[config.mk]
export PLATFORM = sky130hd
export DESIGN_NAME = scsr_top
export DESIGN_NICKNAME = d
export VERILOG_FILES = /design/src/include/scsr_pkg.sv /design/src/hdl/scsr_sel_decode.sv /design/src/hdl/scsr_top.sv
export VERILOG_INCLUDE_DIRS = /design/src /design/src/include
export SDC_FILE = /design/constraint.sdc
export NUM_CORES = 1
export LEC_CHECK = 0
export BUFFER_PORTS_ARGS = -buffer_cell sky130_fd_sc_hd__buf_4
export CORE_MARGIN = 3
export CORE_UTILIZATION = 60
export CTS_BUF_LIST = sky130_fd_sc_hd__clkbuf_8
export CTS_CLUSTER_DIAMETER = 50
export DETAILED_ROUTE_END_ITERATION = 12
export PLACE_DENSITY = 0.85
export SLEW_MARGIN = 40
export SYNTH_ARGS = -nofsm -noshare
export SYNTH_HDL_FRONTEND = slang
export SYNTH_HIERARCHICAL = 1
export SYNTH_SLANG_ARGS = --single-unit
export TNS_END_PERCENT = 10
[constraint.sdc]
create_clock -name mclk -period 25.8 [get_ports mclk]
set_clock_uncertainty 0.2 [all_clocks]
set_input_delay 0 -clock mclk [delete_from_list [all_inputs] [get_ports mclk]]
set_output_delay 0 -clock mclk [all_outputs]
set_load 0.01 [all_outputs]
[src/include/scsr_regs.svh]
// Purpose: register offsets, field positions, codes and reset values
// Assumes: one 16-bit register port, six address bits
// Notes:   included by bare name from the design files
//
// Overview of operation
// B select codes five-nine map to inputs
// A select field uses same mapping
// code 1011 returns AAAA and 5555 words
// status word is read only to host
// either enable appends status after last word
// status also follows self-test result words
// status bits 15:12 hold previous A index
// status bits 11:8 hold previous B index
// status bits 7:0 hold result checksum
// codes 0000-0100 choose inputs zero-four
// final flag wraps sequence, else advance
// reset reloads eight layers, clears rest
// no enable means no status word appended
// host must not write reserved select codes
`ifndef SCSR_REGS_SVH
`define SCSR_REGS_SVH

// register map
`define SCSR_CFG_ADDR      6'h02
`define SCSR_STAT_ADDR     6'h1E
`define SCSR_STACK_BASE    6'h20
`define SCSR_LAYERS        32
`define SCSR_LAST_LAYER    5'h1F

// configuration fields
`define SCSR_CFG_STATUS_EN 0
`define SCSR_CFG_CKSUM_EN  1
`define SCSR_CFG_PRESET    2

// layer fields
`define SCSR_FINAL_BIT     8
`define SCSR_BSEL_MSB      7
`define SCSR_BSEL_LSB      4
`define SCSR_ASEL_MSB      3
`define SCSR_ASEL_LSB      0
`define SCSR_INIT_LAYERS   8

// select codes
`define SCSR_CODE_SUPPLY   4'h8
`define SCSR_CODE_REGMON   4'h9
`define SCSR_CODE_RSV0     4'hA
`define SCSR_CODE_SELFTEST 4'hB
`define SCSR_CODE_RSV1     4'hC

// self-test result patterns and checksum
`define SCSR_TEST_A        16'hAAAA
`define SCSR_TEST_B        16'h5555
`define SCSR_CRC_POLY      8'h07
`define SCSR_CRC_INIT      8'h00

`endif

[src/include/scsr_pkg.sv]
// Purpose: shared types of the sequencer readout block
// Assumes: nothing
// Notes:   constants live in scsr_regs.svh
package scsr_pkg;

  // readout sequencing states
  typedef enum logic [1:0] {
    S_IDLE,
    S_CONV,
    S_WORDB,
    S_STATUS
  } scsr_state_e;

endpackage

[src/hdl/scsr_sel_decode.sv]
// Purpose: decode one 4-bit converter input select code
// Assumes: code is held stable by a register
// Notes:   codes 1101-1111 are flagged like the reserved ones
`timescale 1ns/1ps
`default_nettype none
`include "scsr_regs.svh"

module scsr_sel_decode (
  input  wire logic [3:0] code,
  output logic      [7:0] analogSel,
  output logic            supplySel,
  output logic            regulatorSel,
  output logic            selfTest,
  output logic            reserved
);

  // one-hot analog input select, one term per input
  genvar gi;
  generate
    for (gi = 0; gi < 8; gi++) begin : g_in
      assign analogSel[gi] = (code == 4'(gi));
    end
  endgenerate

  // monitor, self-test and reserved codes
  assign supplySel    = (code == `SCSR_CODE_SUPPLY);
  assign regulatorSel = (code == `SCSR_CODE_REGMON);
  assign selfTest     = (code == `SCSR_CODE_SELFTEST);
  assign reserved     = (code == `SCSR_CODE_RSV0) || (code >= `SCSR_CODE_RSV1);

endmodule
`default_nettype wire

[src/hdl/scsr_top.sv]
// Purpose: sequencer stack, conversion readout and appended status word
// Assumes: resValid pulses once per started conversion
// Notes:   readout words are one-cycle pulses, no back-pressure
`timescale 1ns/1ps
`default_nettype none
`include "scsr_regs.svh"

module scsr_top (
  input  wire logic        mclk,
  input  wire logic        rst,
  input  wire logic [5:0]  regAddr,
  input  wire logic [15:0] regWdata,
  input  wire logic        regWr,
  input  wire logic        regRd,
  output logic      [15:0] regRdata,
  input  wire logic        convStart,
  output logic             convBusy,
  output logic      [4:0]  layerIdx,
  output logic      [7:0]  selAnalogA,
  output logic             selSupplyA,
  output logic             selRegMonA,
  output logic      [7:0]  selAnalogB,
  output logic             selSupplyB,
  output logic             selRegMonB,
  input  wire logic        resValid,
  input  wire logic [15:0] resA,
  input  wire logic [15:0] resB,
  output logic             outValid,
  output logic      [15:0] outData,
  output logic             outLast
);

  // checksum over the two result words, msb first
  function automatic logic [7:0] crc8(input logic [31:0] d);
    logic [7:0] c;
    c = `SCSR_CRC_INIT;
    for (int i = 31; i >= 0; i--) begin
      c = {c[6:0], 1'b0} ^ ((c[7] ^ d[i]) ? `SCSR_CRC_POLY : 8'h00);
    end
    return c;
  endfunction

  // layer value after a full or partial reset
  function automatic logic [8:0] layerInit(input int i);
    return (i < `SCSR_INIT_LAYERS) ? {1'b0, 4'(i), 4'(i)} : 9'h000;
  endfunction

  scsr_pkg::scsr_state_e stateReg, stateNext;
  logic [8:0]  stackReg [`SCSR_LAYERS];
  logic [8:0]  stackNext [`SCSR_LAYERS];
  logic [4:0]  ptrReg, ptrNext;
  logic [3:0]  codeAReg, codeANext;
  logic [3:0]  codeBReg, codeBNext;
  logic        finalReg, finalNext;
  logic [1:0]  cfgReg, cfgNext;
  logic [15:0] statusReg, statusNext;
  logic [15:0] wordBReg, wordBNext;
  logic [15:0] outDataReg, outDataNext;
  logic        outValidReg, outValidNext;
  logic        outLastReg, outLastNext;
  logic [15:0] rdataReg, rdataNext;
  logic        partReset;
  logic        appendEn;
  logic        selfTestA, selfTestB;
  logic [15:0] wordA, wordB;
  logic        takeRes;

  // select code decoders, one per converter with one mapping
  scsr_sel_decode u_decA (
    .code         (codeAReg),
    .analogSel    (selAnalogA),
    .supplySel    (selSupplyA),
    .regulatorSel (selRegMonA),
    .selfTest     (selfTestA),
    .reserved     ()
  );
  scsr_sel_decode u_decB (
    .code         (codeBReg),
    .analogSel    (selAnalogB),
    .supplySel    (selSupplyB),
    .regulatorSel (selRegMonB),
    .selfTest     (selfTestB),
    .reserved     ()
  );

  // result words, replaced by fixed patterns in self-test
  assign partReset = regWr && (regAddr == `SCSR_CFG_ADDR) && regWdata[`SCSR_CFG_PRESET];
  assign appendEn  = cfgReg[`SCSR_CFG_STATUS_EN] || cfgReg[`SCSR_CFG_CKSUM_EN];
  assign wordA     = (selfTestA || selfTestB) ? `SCSR_TEST_A : resA;
  assign wordB     = (selfTestA || selfTestB) ? `SCSR_TEST_B : resB;
  assign takeRes   = (stateReg == scsr_pkg::S_CONV) && resValid;

  // register writes, stack layers and configuration
  always_comb begin
    cfgNext = cfgReg;
    for (int i = 0; i < `SCSR_LAYERS; i++) begin
      stackNext[i] = stackReg[i];
      if (partReset) begin
        stackNext[i] = layerInit(i);
      end else if (regWr && regAddr == (`SCSR_STACK_BASE | 6'(i))) begin
        stackNext[i] = regWdata[8:0];
      end
    end
    if (regWr && regAddr == `SCSR_CFG_ADDR) begin
      cfgNext = regWdata[1:0];
    end
  end

  always_ff @(posedge mclk or posedge rst) begin
    if (rst) begin
      for (int i = 0; i < `SCSR_LAYERS; i++) begin
        stackReg[i] <= layerInit(i);
      end
      cfgReg <= 2'h0;
    end else begin
      stackReg <= stackNext;
      cfgReg   <= cfgNext;
    end
  end

  // register reads, data one cycle after the strobe
  always_comb begin
    rdataNext = 16'h0000;
    if (regRd) begin
      if (regAddr == `SCSR_CFG_ADDR) begin
        rdataNext = {14'h0000, cfgReg};
      end else if (regAddr == `SCSR_STAT_ADDR) begin
        rdataNext = statusReg;
      end else if (regAddr >= `SCSR_STACK_BASE) begin
        rdataNext = {7'h00, stackReg[regAddr[4:0]]};
      end
    end
  end

  always_ff @(posedge mclk or posedge rst) begin
    if (rst) begin
      rdataReg <= 16'h0000;
    end else begin
      rdataReg <= rdataNext;
    end
  end

  // conversion sequencing and readout words
  always_comb begin
    stateNext    = stateReg;
    ptrNext      = ptrReg;
    codeANext    = codeAReg;
    codeBNext    = codeBReg;
    finalNext    = finalReg;
    statusNext   = statusReg;
    wordBNext    = wordBReg;
    outDataNext  = outDataReg;
    outValidNext = 1'b0;
    outLastNext  = 1'b0;
    unique case (stateReg)
      scsr_pkg::S_IDLE: begin
        if (convStart) begin
          codeANext = stackReg[ptrReg][`SCSR_ASEL_MSB:`SCSR_ASEL_LSB];
          codeBNext = stackReg[ptrReg][`SCSR_BSEL_MSB:`SCSR_BSEL_LSB];
          finalNext = stackReg[ptrReg][`SCSR_FINAL_BIT];
          stateNext = scsr_pkg::S_CONV;
        end
      end
      scsr_pkg::S_CONV: begin
        if (resValid) begin
          statusNext   = {codeAReg, codeBReg, crc8({wordA, wordB})};
          wordBNext    = wordB;
          outDataNext  = wordA;
          outValidNext = 1'b1;
          ptrNext      = (finalReg || ptrReg == `SCSR_LAST_LAYER) ? 5'h00 : ptrReg + 5'h01;
          stateNext    = scsr_pkg::S_WORDB;
        end
      end
      scsr_pkg::S_WORDB: begin
        outDataNext  = wordBReg;
        outValidNext = 1'b1;
        outLastNext  = !appendEn;
        stateNext    = appendEn ? scsr_pkg::S_STATUS : scsr_pkg::S_IDLE;
      end
      scsr_pkg::S_STATUS: begin
        outDataNext  = statusReg;
        outValidNext = 1'b1;
        outLastNext  = 1'b1;
        stateNext    = scsr_pkg::S_IDLE;
      end
    endcase
    if (partReset) begin
      stateNext = scsr_pkg::S_IDLE;
      ptrNext   = 5'h00;
    end
  end

  always_ff @(posedge mclk or posedge rst) begin
    if (rst) begin
      stateReg    <= scsr_pkg::S_IDLE;
      ptrReg      <= 5'h00;
      codeAReg    <= 4'h0;
      codeBReg    <= 4'h0;
      finalReg    <= 1'b0;
      statusReg   <= 16'h0000;
      wordBReg    <= 16'h0000;
      outDataReg  <= 16'h0000;
      outValidReg <= 1'b0;
      outLastReg  <= 1'b0;
    end else begin
      stateReg    <= stateNext;
      ptrReg      <= ptrNext;
      codeAReg    <= codeANext;
      codeBReg    <= codeBNext;
      finalReg    <= finalNext;
      statusReg   <= statusNext;
      wordBReg    <= wordBNext;
      outDataReg  <= outDataNext;
      outValidReg <= outValidNext;
      outLastReg  <= outLastNext;
    end
  end

  // outputs
  assign regRdata = rdataReg;
  assign convBusy = (stateReg != scsr_pkg::S_IDLE);
  assign layerIdx = ptrReg;
  assign outValid = outValidReg;
  assign outData  = outDataReg;
  assign outLast  = outLastReg;
endmodule
`default_nettype wire

==> flow_metrics.py <==
metrics = {
    "run_status": {
        "status": "completed",
    },
    "worst_setup_path": {
        "cpLargestDelayFamily": "simple AND/OR/NAND/NOR gates",
        "cp_max_fo": 140,
        "worstSetupEndpointType": "register",
        "crit_chain": "dlygate4sd3_1, buf_4, or2_2, nor4_2, nand2_1, nor2_4, buf_12, buf_16, nor2_1",
        "cp-start-kind": "input pin",
        "r2r_slack_ns": 22.43,
        "critPathRequiredTime_ns": 26.06,
        "cpPeakStageDelay_ns": 0.65,
        "crit_path_top_delay_cell": "nor2_4",
        "arrival_ns": 4.28,
        "path_class": "input pin to register",
        "path_buf_inv": 4,
    },
    "logic_synthesis": {
        "synth_nets": 1909,
        "synthesis.area_um2": 20700,
        "synth_cells": 1847,
        "synth_warnings": 6,
        "syn_avg_cell_area_um2": 11.2,
    },
    "layout": {
        "fin_util_pct": 70.8,
        "drive_gt1_share_pct": 23.1,
        "instances_no_fill": 2475,
        "num-nets-final": 2042,
        "area_growth_pct": 15.5,
        "final_cell_area_um2": 23900,
        "multiInputGateArea_um2": 10800,
        "seqCellArea_um2": 9350,
        "fill_cells": 2087,
    },
    "clock_tree": {
        "clk_latency_ns": 0.65,
        "clk_path_buf_depth": 3,
        "clock_sinks": 372,
        "htreeDepth": 2,
        "cts-root-buf": "clkbuf_8",
        "postCtsSetupBuffers": 0,
        "numCtsBuffers": 61,
        "path_clk_slew_ns": 0.06,
        "cts_tree": "yes",
    },
    "global_route": {
        "grt_pass1_wl_um": 101000,
        "top_usage_layer": "met2",
        "overflow": 0,
        "grt_pass1_vias": 17500,
        "grtUsageMet1_pct": 46.3,
        "gr-usage-met3_pct": 13.1,
        "groute.usage.overall_pct": 36.2,
        "grt_max_degree": 141,
        "met2_usage_pct": 53.6,
        "antenna_found_initial": 2,
    },
    "timing": {
        "slew_viol_final": 0,
        "fmax_mhz": 249,
        "period_share_pct": 15.6,
        "max-slew-margin-rel_pct": 39.1,
        "hold_viol": 0,
        "setup_tns_ns": 0,
        "setup_viol": 0,
        "min_period_ns": 4.02,
        "worst_pin_slew_ns": 0.912,
        "setup_slack_ns": 21.78,
        "rsz0062_at_grt": "false",
    },
    "placed_design": {
        "dp_hpwl_um": 38700,
        "place_ws_ns": 21.91,
        "gp_congestion": 0.911,
        "port_buffers": 112,
        "dpl_cell_area_um2": 21800,
        "dp.cells": 2287,
    },
    "run": {
        "cap_violations": 0,
    },
    "hold_path": {
        "hp-class": "input pin to register",
    },
    "power_and_ir_drop": {
        "max-vdd-ir-drop_mv": 0.0685,
        "p_int_mw": 1.35,
        "clock_power_share_pct": 25.4,
        "pwr-share-comb_pct": 35.1,
        "p_sw_share_pct": 36.2,
        "power_frac_seq_pct": 39.5,
        "leakage_nw": 10.4,
        "p_per_area_nw_per_um2": 88.1,
        "p_switching_mw": 0.762,
    },
    "routing": {
        "route.antenna.remaining_nets": 0,
        "wl_per_cell_um": 26.5,
        "vias": 17100,
        "first_pass_iters": 8,
        "drc": 0,
        "drt-total-wl_um": 65600,
        "drt_iter0_drc": 2451,
        "vias_per_cell": 6.92,
    },
    "floorplan": {
        "ios": 120,
        "rows": 67,
        "start_util_pct": 61.2,
        "die-area_um2": 36800,
        "die_w_um": 192,
        "core_area_um2": 33800,
        "die_h_um": 192,
    },
}
## metal layers
layer / vias up / share of wire, %
li1: 6875 / -
met1: 8346 / 34
met2: 1560 / 45
met3: 338 / 15
met4: 2 / 6.4
met5: - / 0.020
## registers in the layout (all words and copies together) (netlist names)
name and flops:
stackReg 288, outData 16, regRdata 16, statusReg 16
wordBReg 16, layerIdx 5, codeAReg 4, codeBReg 4
cfgReg 2, stateReg 2, finalReg 1, outLast 1
outValid 1
## path summary, 6_finish.rpt
| path | end | depth (start not counted) | startpoint |
|---|---|---|---|
| max | stackReg[15]$_DFFE_PP0P_ | 9 | regAddr[2] |
| min | wordBReg[4]$_DFFE_PP0P_ | 4 | resB[4] |
| max reg2reg | codeBReg[0]$_DFFE_PP0P_ | 5 | layerIdx[0]$_DFFE_PP0P_ |
| min reg2reg | wordBReg[0]$_DFFE_PP0P_ | 2 | wordBReg[0]$_DFFE_PP0P_ |
| max in group asynchronous | stackReg[71]$_DFFE_PP0P_ | 6 | rst |
| min in group asynchronous | stackReg[200]$_DFFE_PP0P_ | 4 | rst |
## through the flow
step	hold slack, ns	power (mW)
2_1_floorplan	-0.0674	1.27
3_3_place_gp	-0.0432	1.46
3_5_place_dp	-0.0367	1.50
4_1_cts	0.00469	2.05
5_1_grt	0.0285	2.19
6_report	0.0284	2.11
## area by class of cell
| type | instances | share of cell area (%) |
|---|---|---|
| flip-flops and latches | 372 | 39.1 |
| repair buffers | 210 | 7.93 |
| clock buffers | 81 | 4.66 |
| multi-input cells | 1328 | 45.2 |
| inverters | 7 | 0.141 |
| clock inverters | 27 | 0.623 |
| diodes | 2 | 0.0209 |
| well taps | 448 | 2.34 |
## power by group through the flow
stage	clock [mW]	combinational (mW)	sequential, mW
5_1_grt	0.562	0.782	0.842
6_report	0.536	0.739	0.832
3_5_place_dp	0	0.668	0.828
2_1_floorplan	0	0.486	0.785
3_3_place_gp	0	0.630	0.825
4_1_cts	0.531	0.702	0.820
## worst min-delay path, cell delays in order
cell and delay, ns:
dlygate4sd3_1 0.53, buf_4 0.12, o21ai_0 0.08, nand2_1 0.08
## timing repair
action	in CTS	in global routing
hold endpoints to repair	522	0
hold buffers	78	0
gates resized for setup	0	0
## layout by cell type, fill, tap and decap left out, types with 6 or more instances in the layout
cell / n
a211oi_1: 31
a21oi_1: 107
a221oi_1: 9
a22oi_1: 9
and2_1: 12
buf_4: 121
clkbuf_8: 81
clkinv_2: 7
dfrtp_1: 346
dfstp_2: 24
dlygate4sd3_1: 78
inv_1: 22
mux2_2: 14
mux2i_1: 212
mux4_2: 159
nand2_1: 269
nand2b_1: 14
nand3_1: 44
nor2_1: 245
nor2_2: 21
nor2_4: 6
nor2b_1: 9
nor3_1: 14
o21ai_0: 23
o22ai_1: 7
xnor2_1: 43
xnor3_1: 7
xor2_1: 9
Note: power is estimated with default switching activity, not from simulation.
